## src/design/mab_consts.svh

```systemverilog
`ifndef MAB_CONSTS_SVH
`define MAB_CONSTS_SVH
// status flag bit positions
`define MAB_FLAG_C 0
`define MAB_FLAG_Z 1
`define MAB_FLAG_N 2
`define MAB_FLAG_V 3
`define MAB_FLAG_S 4
`define MAB_FLAG_H 5
// flag groups each instruction class may touch
`define MAB_MASK_ARITH 8'h2f
`define MAB_MASK_WORD 8'h1f
`define MAB_MASK_LOGIC 8'h0e
`define MAB_MASK_INV 8'h0f
`define MAB_MASK_NONE 8'h00
`define MAB_STATUS_RST 8'h00
`define MAB_ONES 8'hff
// cycle counts per instruction
`define MAB_CYC_ONE 3'h1
`define MAB_CYC_WORD 3'h2
`define MAB_CYC_RELATIVE_JUMP 3'h2
`define MAB_CYC_INDIRECT_JUMP 3'h2
`define MAB_CYC_JMP 3'h3
`define MAB_CYC_RELATIVE_CALL 3'h3
`define MAB_CYC_INDIRECT_CALL 3'h3
`define MAB_CYC_CALL 3'h4
`define MAB_CYC_SKIP1 3'h2
`define MAB_CYC_SKIP2 3'h3
`define MAB_CYC_BRANCH 3'h2
// program counter steps
`define MAB_PC_STEP 16'h0001
`define MAB_PC_SKIP1 16'h0002
`define MAB_PC_SKIP2 16'h0003
`define MAB_PC_LONG 16'h0002
`endif

```

## src/design/mab_pkg.sv

```systemverilog
package mab_pkg;
   typedef enum logic [5:0] {
      op_add, op_add_carry, op_word_add_immediate, op_subtract,
      op_subtract_immediate, op_subtract_with_borrow,
      op_subtract_borrow_immediate, op_word_subtract_immediate,
      op_and, op_and_immediate, op_or, op_or_immediate, op_exclusive_or,
      op_bitwise_invert, op_arithmetic_invert, op_set_bits_mask,
      op_clear_bits_mask, op_increment, op_minus_one, op_self_and_test,
      op_register_zero, op_register_fill_ones, op_relative_jump,
      op_indirect_jump, op_absolute_jump, op_relative_call,
      op_indirect_call, op_direct_call, op_compare_skip_equal,
      op_compare_only, op_compare_with_borrow, op_compare_immediate,
      op_skip_reg_bit_clear, op_skip_reg_bit_set, op_skip_io_bit_clear,
      op_skip_io_bit_set, op_branch_flag_set
   } mab_op_t;
   typedef enum logic [1:0] {st_idle = 2'b01, st_busy = 2'b10} mab_state_t;
   typedef enum logic [2:0] {
      alu_add, alu_sub, alu_and, alu_or, alu_xor, alu_com
   } mab_alu_t;
endpackage

```

## src/design/mab_alu.sv

```systemverilog
`timescale 1ns/100ps
`default_nettype none
`include "mab_consts.svh"
module mab_alu (
   input wire mab_pkg::mab_alu_t op,
   input wire logic [7:0] a,
   input wire logic [7:0] b,
   input wire logic ci,
   output logic [7:0] res,
   output logic [7:0] flags
);
   import mab_pkg::*;
   logic h;
   logic v;
   logic c;
   // carry-chain equations give half-carry without a separate nibble adder
   always_comb begin
      res = 8'h00;
      h = 1'b0;
      v = 1'b0;
      c = 1'b0;
      case (op)
         alu_add: begin
            res = a + b + {7'h00, ci};
            h = (a[3] & b[3]) | (b[3] & ~res[3]) | (~res[3] & a[3]);
            v = (a[7] & b[7] & ~res[7]) | (~a[7] & ~b[7] & res[7]);
            c = (a[7] & b[7]) | (b[7] & ~res[7]) | (~res[7] & a[7]);
         end
         alu_sub: begin
            res = a - b - {7'h00, ci};
            h = (~a[3] & b[3]) | (b[3] & res[3]) | (res[3] & ~a[3]);
            v = (a[7] & ~b[7] & ~res[7]) | (~a[7] & b[7] & res[7]);
            c = (~a[7] & b[7]) | (b[7] & res[7]) | (res[7] & ~a[7]);
         end
         alu_and: res = a & b;
         alu_or: res = a | b;
         alu_xor: res = a ^ b;
         alu_com: begin
            res = `MAB_ONES - a;
            c = 1'b1;
         end
         default: res = 8'h00;
      endcase
      flags = 8'h00;
      flags[`MAB_FLAG_H] = h;
      flags[`MAB_FLAG_V] = v;
      flags[`MAB_FLAG_N] = res[7];
      flags[`MAB_FLAG_Z] = (res == 8'h00);
      flags[`MAB_FLAG_C] = c;
   end
endmodule
`default_nettype wire

```

## src/design/mab_exec.sv

```systemverilog
// Function
// - add and add-with-carry sum operands, set Z C N V H, one cycle.
// - word add immediate adds constant to pair, Z C N V S, two cycles.
// - subtract register or constant, write result, Z C N V H, 1 cycle.
// - borrow forms also subtract carry, same flags, 1 cycle.
// - word subtract immediate on pair, Z C N V S, two cycles.
// - and, or, xor write result, touch only Z N V, one cycle.
// - invert gives all-ones minus value, sets Z C N V, one cycle.
// - negate gives zero minus value, sets Z C N V H, one cycle.
// - set-bits ors mask, clear-bits ands inverted mask, Z N V.
// - increment and decrement touch Z N V only, carry kept, 1 cycle.
// - test ands self, clear xors self; fill-ones leaves flags alone.
// - relative and indirect jump two cycles, absolute jump three.
// - relative and indirect call three cycles, direct four, no flags.
// - compare-skip-equal skips by 2 or 3 words, 1/2/3 cycles.
// - compares compute difference, write nothing, Z N V C H, 1 cycle.
// - skip on register bit clear or set, 1/2/3 cycles.
// - skip on I/O bit clear or set, flags untouched.
// - branch on flag set adds offset plus one when flag is one.
`timescale 1ns/100ps
`default_nettype none
`include "mab_consts.svh"
module mab_exec (
   input wire logic CLK,
   input wire logic RST_B,
   input wire logic START,
   input wire mab_pkg::mab_op_t OPCODE,
   input wire logic [7:0] DEST,
   input wire logic [7:0] SRC,
   input wire logic [7:0] IMM,
   input wire logic [15:0] WORD_IN,
   input wire logic [5:0] WORD_K,
   input wire logic [15:0] PC_IN,
   input wire logic [15:0] OFFSET,
   input wire logic [15:0] TARGET,
   input wire logic [15:0] Z_PTR,
   input wire logic NEXT_TWO_WORD,
   input wire logic [7:0] IO_REG,
   input wire logic [2:0] BIT_SEL,
   input wire logic [2:0] FLAG_SEL,
   output logic [7:0] RESULT,
   output logic WRITE_DEST,
   output logic [15:0] RESULT_WORD,
   output logic WRITE_WORD,
   output logic [7:0] STATUS,
   output logic [15:0] PC_OUT,
   output logic [15:0] RETURN_ADDR,
   output logic PUSH_RETURN,
   output logic DONE,
   output logic BUSY
);
   import mab_pkg::*;
   mab_alu_t a_op;
   logic [7:0] a_a;
   logic [7:0] a_b;
   logic a_ci;
   logic [7:0] a_res;
   logic [7:0] a_fl;
   logic [7:0] d_mask;
   logic [7:0] d_fl;
   logic [7:0] d_stat;
   logic [7:0] d_res;
   logic [15:0] d_word;
   logic [15:0] d_pc;
   logic [15:0] d_ret;
   logic [2:0] d_cyc;
   logic d_wr;
   logic d_wrw;
   logic d_push;
   logic skip;
   logic [15:0] pc_inc;
   logic [15:0] pc_rel;
   logic [15:0] w_sum;
   mab_state_t state;
   mab_state_t next_state;
   logic [2:0] rem;
   logic [2:0] next_rem;
   logic [7:0] pstat;
   logic [7:0] next_pstat;
   logic [2:0] pstr;
   logic [2:0] next_pstr;
   logic [7:0] next_result;
   logic [15:0] next_result_word;
   logic [7:0] next_status;
   logic [15:0] next_pc_out;
   logic [15:0] next_return_addr;
   logic next_write_dest;
   logic next_write_word;
   logic next_push_return;
   logic next_done;

   mab_alu u_alu (
      .op(a_op),
      .a(a_a),
      .b(a_b),
      .ci(a_ci),
      .res(a_res),
      .flags(a_fl)
   );

   assign pc_inc = PC_IN + `MAB_PC_STEP;
   assign pc_rel = PC_IN + OFFSET + `MAB_PC_STEP;
   // 16-bit pair arithmetic stays here; the byte alu has no word path
   assign w_sum = (OPCODE == op_word_add_immediate) ?
                  WORD_IN + {10'h000, WORD_K} : WORD_IN - {10'h000, WORD_K};

   // decode: operands, flag group, target, cycle count
   always_comb begin
      a_op = alu_add;
      a_a = DEST;
      a_b = SRC;
      a_ci = 1'b0;
      d_mask = `MAB_MASK_NONE;
      d_wr = 1'b0;
      d_wrw = 1'b0;
      d_push = 1'b0;
      d_pc = pc_inc;
      d_ret = pc_inc;
      d_cyc = `MAB_CYC_ONE;
      d_fl = a_fl;
      skip = 1'b0;
      case (OPCODE)
         op_add, op_add_carry: begin
            a_ci = (OPCODE == op_add_carry) & STATUS[`MAB_FLAG_C];
            d_mask = `MAB_MASK_ARITH;
            d_wr = 1'b1;
         end
         op_subtract, op_subtract_immediate: begin
            a_op = alu_sub;
            a_b = (OPCODE == op_subtract) ? SRC : IMM;
            d_mask = `MAB_MASK_ARITH;
            d_wr = 1'b1;
         end
         op_subtract_with_borrow, op_subtract_borrow_immediate: begin
            a_op = alu_sub;
            a_b = (OPCODE == op_subtract_with_borrow) ? SRC : IMM;
            a_ci = STATUS[`MAB_FLAG_C];
            d_mask = `MAB_MASK_ARITH;
            d_wr = 1'b1;
         end
         op_word_add_immediate, op_word_subtract_immediate: begin
            d_fl = 8'h00;
            d_fl[`MAB_FLAG_N] = w_sum[15];
            d_fl[`MAB_FLAG_Z] = (w_sum == 16'h0000);
            if (OPCODE == op_word_add_immediate) begin
               d_fl[`MAB_FLAG_V] = ~WORD_IN[15] & w_sum[15];
               d_fl[`MAB_FLAG_C] = WORD_IN[15] & ~w_sum[15];
            end else begin
               d_fl[`MAB_FLAG_V] = WORD_IN[15] & ~w_sum[15];
               d_fl[`MAB_FLAG_C] = ~WORD_IN[15] & w_sum[15];
            end
            d_fl[`MAB_FLAG_S] = d_fl[`MAB_FLAG_N] ^ d_fl[`MAB_FLAG_V];
            d_mask = `MAB_MASK_WORD;
            d_wrw = 1'b1;
            d_cyc = `MAB_CYC_WORD;
         end
         op_and, op_and_immediate, op_self_and_test, op_clear_bits_mask: begin
            a_op = alu_and;
            a_b = (OPCODE == op_and) ? SRC : IMM;
            if (OPCODE == op_self_and_test) a_b = DEST;
            if (OPCODE == op_clear_bits_mask) a_b = `MAB_ONES - IMM;
            d_mask = `MAB_MASK_LOGIC;
            d_wr = 1'b1;
         end
         op_or, op_or_immediate, op_set_bits_mask: begin
            a_op = alu_or;
            a_b = (OPCODE == op_or) ? SRC : IMM;
            d_mask = `MAB_MASK_LOGIC;
            d_wr = 1'b1;
         end
         op_exclusive_or, op_register_zero: begin
            a_op = alu_xor;
            if (OPCODE == op_register_zero) a_b = DEST;
            d_mask = `MAB_MASK_LOGIC;
            d_wr = 1'b1;
         end
         op_bitwise_invert: begin
            a_op = alu_com;
            d_mask = `MAB_MASK_INV;
            d_wr = 1'b1;
         end
         op_arithmetic_invert: begin
            a_op = alu_sub;
            a_a = 8'h00;
            a_b = DEST;
            d_mask = `MAB_MASK_ARITH;
            d_wr = 1'b1;
         end
         op_increment, op_minus_one: begin
            a_op = (OPCODE == op_increment) ? alu_add : alu_sub;
            a_b = 8'h01;
            d_mask = `MAB_MASK_LOGIC;
            d_wr = 1'b1;
         end
         op_register_fill_ones: begin
            a_op = alu_or;
            a_b = `MAB_ONES;
            d_wr = 1'b1;
         end
         op_compare_only, op_compare_with_borrow, op_compare_immediate: begin
            a_op = alu_sub;
            a_b = (OPCODE == op_compare_immediate) ? IMM : SRC;
            a_ci = (OPCODE == op_compare_with_borrow) & STATUS[`MAB_FLAG_C];
            d_mask = `MAB_MASK_ARITH;
         end
         op_relative_jump: begin
            d_pc = pc_rel;
            d_cyc = `MAB_CYC_RELATIVE_JUMP;
         end
         op_indirect_jump: begin
            d_pc = Z_PTR;
            d_cyc = `MAB_CYC_INDIRECT_JUMP;
         end
         op_absolute_jump: begin
            d_pc = TARGET;
            d_cyc = `MAB_CYC_JMP;
         end
         op_relative_call, op_indirect_call: begin
            d_pc = (OPCODE == op_relative_call) ? pc_rel : Z_PTR;
            d_push = 1'b1;
            d_cyc = `MAB_CYC_RELATIVE_CALL;
         end
         op_direct_call: begin
            d_pc = TARGET;
            d_ret = PC_IN + `MAB_PC_LONG;
            d_push = 1'b1;
            d_cyc = `MAB_CYC_CALL;
         end
         op_compare_skip_equal: skip = (DEST == SRC);
         op_skip_reg_bit_clear: skip = ~SRC[BIT_SEL];
         op_skip_reg_bit_set: skip = SRC[BIT_SEL];
         op_skip_io_bit_clear: skip = ~IO_REG[BIT_SEL];
         op_skip_io_bit_set: skip = IO_REG[BIT_SEL];
         op_branch_flag_set: begin
            if (STATUS[FLAG_SEL]) begin
               d_pc = pc_rel;
               d_cyc = `MAB_CYC_BRANCH;
            end
         end
         default: d_cyc = `MAB_CYC_ONE;
      endcase
      // skipped instruction length sets both step and cycle count
      if (skip) begin
         d_pc = PC_IN + (NEXT_TWO_WORD ? `MAB_PC_SKIP2 : `MAB_PC_SKIP1);
         d_cyc = NEXT_TWO_WORD ? `MAB_CYC_SKIP2 : `MAB_CYC_SKIP1;
      end
      d_res = a_res;
      d_word = w_sum;
      d_stat = (STATUS & ~d_mask) | (d_fl & d_mask);
   end

   // sequencing: data outputs load at start, flags and strobes at the end
   always_comb begin
      next_state = state;
      next_rem = rem;
      next_pstat = pstat;
      next_pstr = pstr;
      next_result = RESULT;
      next_result_word = RESULT_WORD;
      next_status = STATUS;
      next_pc_out = PC_OUT;
      next_return_addr = RETURN_ADDR;
      next_write_dest = 1'b0;
      next_write_word = 1'b0;
      next_push_return = 1'b0;
      next_done = 1'b0;
      case (state)
         st_idle: begin
            if (START) begin
               next_result = d_res;
               next_result_word = d_word;
               next_pc_out = d_pc;
               next_return_addr = d_ret;
               if (d_cyc == `MAB_CYC_ONE) begin
                  next_status = d_stat;
                  next_write_dest = d_wr;
                  next_write_word = d_wrw;
                  next_push_return = d_push;
                  next_done = 1'b1;
               end else begin
                  next_state = st_busy;
                  next_rem = d_cyc - 3'h1;
                  next_pstat = d_stat;
                  next_pstr = {d_wr, d_wrw, d_push};
               end
            end
         end
         st_busy: begin
            // start requests are ignored here; the core stalls on busy
            next_rem = rem - 3'h1;
            if (rem == 3'h1) begin
               next_state = st_idle;
               next_status = pstat;
               next_write_dest = pstr[2];
               next_write_word = pstr[1];
               next_push_return = pstr[0];
               next_done = 1'b1;
            end
         end
         default: next_state = st_idle;
      endcase
   end

   // registers only
   always_ff @(posedge CLK or negedge RST_B) begin
      if (!RST_B) begin
         state <= st_idle;
         rem <= 3'h0;
         pstat <= 8'h00;
         pstr <= 3'h0;
         RESULT <= 8'h00;
         RESULT_WORD <= 16'h0000;
         STATUS <= `MAB_STATUS_RST;
         PC_OUT <= 16'h0000;
         RETURN_ADDR <= 16'h0000;
         WRITE_DEST <= 1'b0;
         WRITE_WORD <= 1'b0;
         PUSH_RETURN <= 1'b0;
         DONE <= 1'b0;
         BUSY <= 1'b0;
      end else begin
         state <= next_state;
         rem <= next_rem;
         pstat <= next_pstat;
         pstr <= next_pstr;
         RESULT <= next_result;
         RESULT_WORD <= next_result_word;
         STATUS <= next_status;
         PC_OUT <= next_pc_out;
         RETURN_ADDR <= next_return_addr;
         WRITE_DEST <= next_write_dest;
         WRITE_WORD <= next_write_word;
         PUSH_RETURN <= next_push_return;
         DONE <= next_done;
         BUSY <= (next_state == st_busy);
      end
   end

   logic go;
   assign go = START && (state == st_idle);
endmodule
`default_nettype wire

```

## config.mk

```make
export PLATFORM = sky130hd
export DESIGN_NAME = mab_exec
export DESIGN_NICKNAME = d
export VERILOG_FILES = /design/src/design/mab_pkg.sv /design/src/design/mab_alu.sv /design/src/design/mab_exec.sv
export VERILOG_INCLUDE_DIRS = /design/src /design/src/design
export SDC_FILE = /design/constraint.sdc
export NUM_CORES = 1
export LEC_CHECK = 0
export ABC_CLOCK_PERIOD_IN_PS = 3600
export BUFFER_PORTS_ARGS = -buffer_cell sky130_fd_sc_hd__buf_2
export CAP_MARGIN = 10
export CORE_AREA = 2 2 144 146
export DETAILED_ROUTE_END_ITERATION = 7
export DIE_AREA = 0 0 146 148
export PLACE_DENSITY_LB_ADDON = 0.12
export SYNTH_ARGS = -nofsm -noshare
export SYNTH_HDL_FRONTEND = slang
export SYNTH_SLANG_ARGS = --single-unit
export TNS_END_PERCENT = 10
```

## constraint.sdc

```tcl
create_clock -name CLK -period 3.6 [get_ports CLK]
set_input_delay 0 -clock CLK [delete_from_list [all_inputs] [get_ports CLK]]
set_output_delay 0 -clock CLK [all_outputs]
set_load 0.01 [all_outputs]
```

==> run metrics <==
status=finished, violations left; failing checks=negative setup slack; Finished Layout Cells=1,940; first-pass GRT wire length=56,300 um; CP max FO=11; min-delay worst type=in -> reg; wire per inst=18.3 um; Routed WL=35,400 um; critical setup path kind=in -> reg; CORE AREA=0.0200 mm2; CP required=3890 ps; Pre-Repair DR Iteration Count=6; Final GP Congestion=0.977; CP Capture Type=register; Final Total Pwr=5.48 mW; Avg Cell Area, Syn=7.73 um2; cell mode on critical path=buf_4; Maximum Capacitance Violations=0; Slew Limit Headroom=50.7%; clk_lat worst skew=360 ps; global route total overflow=0; Die Width=146 um; setup ws final=-242 ps; Fillers=1,797; Starting DRT DRC Count=821; Tot GR Track Use=32.3%; routed vias=11,262; Slew @ Worst Pin=739 ps; H-tree Lvls=3; Pleak=6.43 nW; HPWL Detailed=27,500 um; Starting Density=49.1%; input/output buffers=202; fin nets=1,880; most common cell after layout, fill and taps aside=buf_4; Vias per Instance=5.81; CTS max path bufs=2; Die Footprint=0.0216 mm2; setup tns final=-909 ps; hold_ws=14.9 ps; Area Overhead vs Synth=37.0%; Sink Count=85; antenna viol nets, final=0; dpl ws=-770 ps; DRC=0; most frequent cells in the layout=buf_4 (236), buf_2 (196), nand2_1 (169), o21ai_0 (111), nor2_1 (108); Max Clk Rate=0.260 GHz; sequential area share after synthesis=21.6%; largest net degree at the start of global routing=55; skew final=11.7 ps; Post-synth EDFFs=0; RSZ-0062 raised after global routing=true; final hold violation count=0; CP Launch Type=input pin; antenna violations before repair=0; chip height=148 um; Pwr Density=407 mW/mm2; crit path DAT=4140 ps; Slew Limit Fails=0; io pins=203; Period minus WS final=3840 ps; Max stage delay on crit path=490 ps; synthesized cell area=0.00984 mm2; Final Cycle Share=107%; # setup viols final=7; worst path cell trace=buf_4, buf_12, nor2_2, nand3_4, buf_4, mux2i_1, o21ai_0, a221o_2, ha_4, nor2_4, o21ai_2, nand3b_1, a21oi_2, o21bai_1, a21o_1, fa_1, and3_4, a211oi_4, nand4_1, o31ai_2, buf_4, a31oi_1, o21ai_1; site row count=52; #FFs+latches synth=85; CTS tree=done; post-synthesis cell type count=104; root cell of the clock tree=clkbuf_16; Worst VDD drop=0.322 mV; CTS buffer count=9; Synth Warn #=0; highest-delay cell along the critical path=fa_1; dpl cells=1,900; Main synth FF type=dfrtp_1; net count after synthesis=1,487; Worst-path clk slew=70 ps; vias in the first global route=10,961; Synth async-reset ratio=100%; Diodes inserted=0; proportion of layout cells with a drive suffix above 1=33.2%; cells after synthesis=1,272
==> power breakdown <==
group / total [mW] / switching [mW] / internal [mW]
clock: 1.01 / 0.436 / 0.570
sequential: 1.59 / 0.238 / 1.35
combinational: 2.88 / 1.57 / 1.31
==> flip-flops by register name, summed over array words and instances (netlist names), 2 cells and up <==
name,count
pstat,8
pstr,3
STATUS,8
RESULT,8
state,2
RESULT_WORD,16
RETURN_ADDR,16
rem,3
PC_OUT,16
==> cell type report <==
cell class / instances / area (um2) / area share, %
Clock buffer: 10 / 239 / 1.77
Clock inverter: 6 / 77.6 / 0.576
Inverter: 67 / 256 / 1.90
Multi-Input combinational cell: 1052 / 7380 / 54.8
Sequential cell: 85 / 2130 / 15.8
Tap cell: 270 / 338 / 2.51
Timing Repair Buffer: 450 / 3050 / 22.7
==> routing by layer <==
metal | vias up | share of wire [%] | global-route usage [%]
li1 | 5399 | - | -
met1 | 5287 | 44 | 44.5
met4 | 0 | 2.3 | 8.88
met3 | 63 | 7.7 | 5.06
met2 | 513 | 46 | 52.8
met5 | - | 0 | 0
==> critical path: cells and delay by family <==
kind	cells	cell delay (ps)
AO/OA/AOI/OAI	10	1670
AND/OR/NAND/NOR	6	860
adder cells (fa/ha/maj)	2	810
buffers and inverters	4	650
multiplexers	1	130
==> cells in the mapped netlist (all sizes together) (8+ instances only) <==
| cell | number | area share [%] |
|---|---|---|
| o21ai | 121 | 6.2 |
| a21o | 13 | 0.99 |
| a22oi | 22 | 1.7 |
| nand2 | 173 | 6.6 |
| nor2 | 114 | 4.4 |
| inv | 66 | 2.5 |
| dfrtp | 84 | 21 |
| xnor2 | 47 | 4.3 |
| ha | 73 | 9.3 |
| and3 | 10 | 0.64 |
| a211oi | 16 | 1.3 |
| a31oi | 17 | 1.2 |
| nor3 | 30 | 1.8 |
| a221oi | 8 | 0.78 |
| nand2b | 15 | 0.95 |
| o221ai | 8 | 0.95 |
| nand3 | 32 | 1.8 |
| o31ai | 16 | 1.3 |
| a222oi | 11 | 1.1 |
| nand4 | 12 | 0.76 |
| a21oi | 76 | 3.9 |
| a211o | 8 | 0.71 |
| o22ai | 11 | 0.76 |
| nor2b | 18 | 1.1 |
| and2 | 15 | 0.98 |
| xor2 | 30 | 2.7 |
| buf | 30 | 2.1 |
| or3 | 9 | 0.57 |
| clkbuf | 38 | 1.5 |
| mux2i | 15 | 1.5 |
| o21a | 11 | 0.84 |
| fa | 8 | 1.6 |
==> stage by stage <==
step | util [%] | instance area [um2]
CTS | 66.1 | 13200
global placement | 62.7 | 12600
floorplan | - | 9880
detailed placement | 62.7 | 12600
global route | 67.3 | 13500
finish | 67.3 | 13500
==> timing repair <==
action                                  4_1_cts  5_1_grt
hold buffers                                  4        0
setup buffers                                15        4
cloned                                        1        1
pin swaps                                    23       36
gates resized for setup                      38       43
endpoints found under the hold margin        54        0
endpoints found under the setup margin        8       11
==> kinds of logic (layout without fill, tap and decap cells) <==
logic type	after synthesis	in the layout	share of synthesized area (%)
fa+ha+maj	81	81	10.9
flops	85	85	21.6
xor+xnor	77	77	6.93
buf+inv	135	533	6.14
simple gates	463	463	22.5
mux	25	25	3.59
compound gates	406	406	28.3
==> final timing paths <==
kind	endpoint	from	slack, ps	depth (start not counted)
hold / removal	PC_OUT[14]	Z_PTR[14]	10	4
hold reg to reg	RESULT_WORD[8]	RESULT_WORD[8]	470	2
max in group asynchronous	WRITE_DEST	RST_B	2420	3
setup reg to reg	pstat[1]	STATUS[0]	210	16
setup / recovery	pstat[1]	OPCODE[1]	-240	23
min in group asynchronous	PC_OUT[15]	RST_B	240	2
No activity file was read; power rests on OpenSTA's default activity.
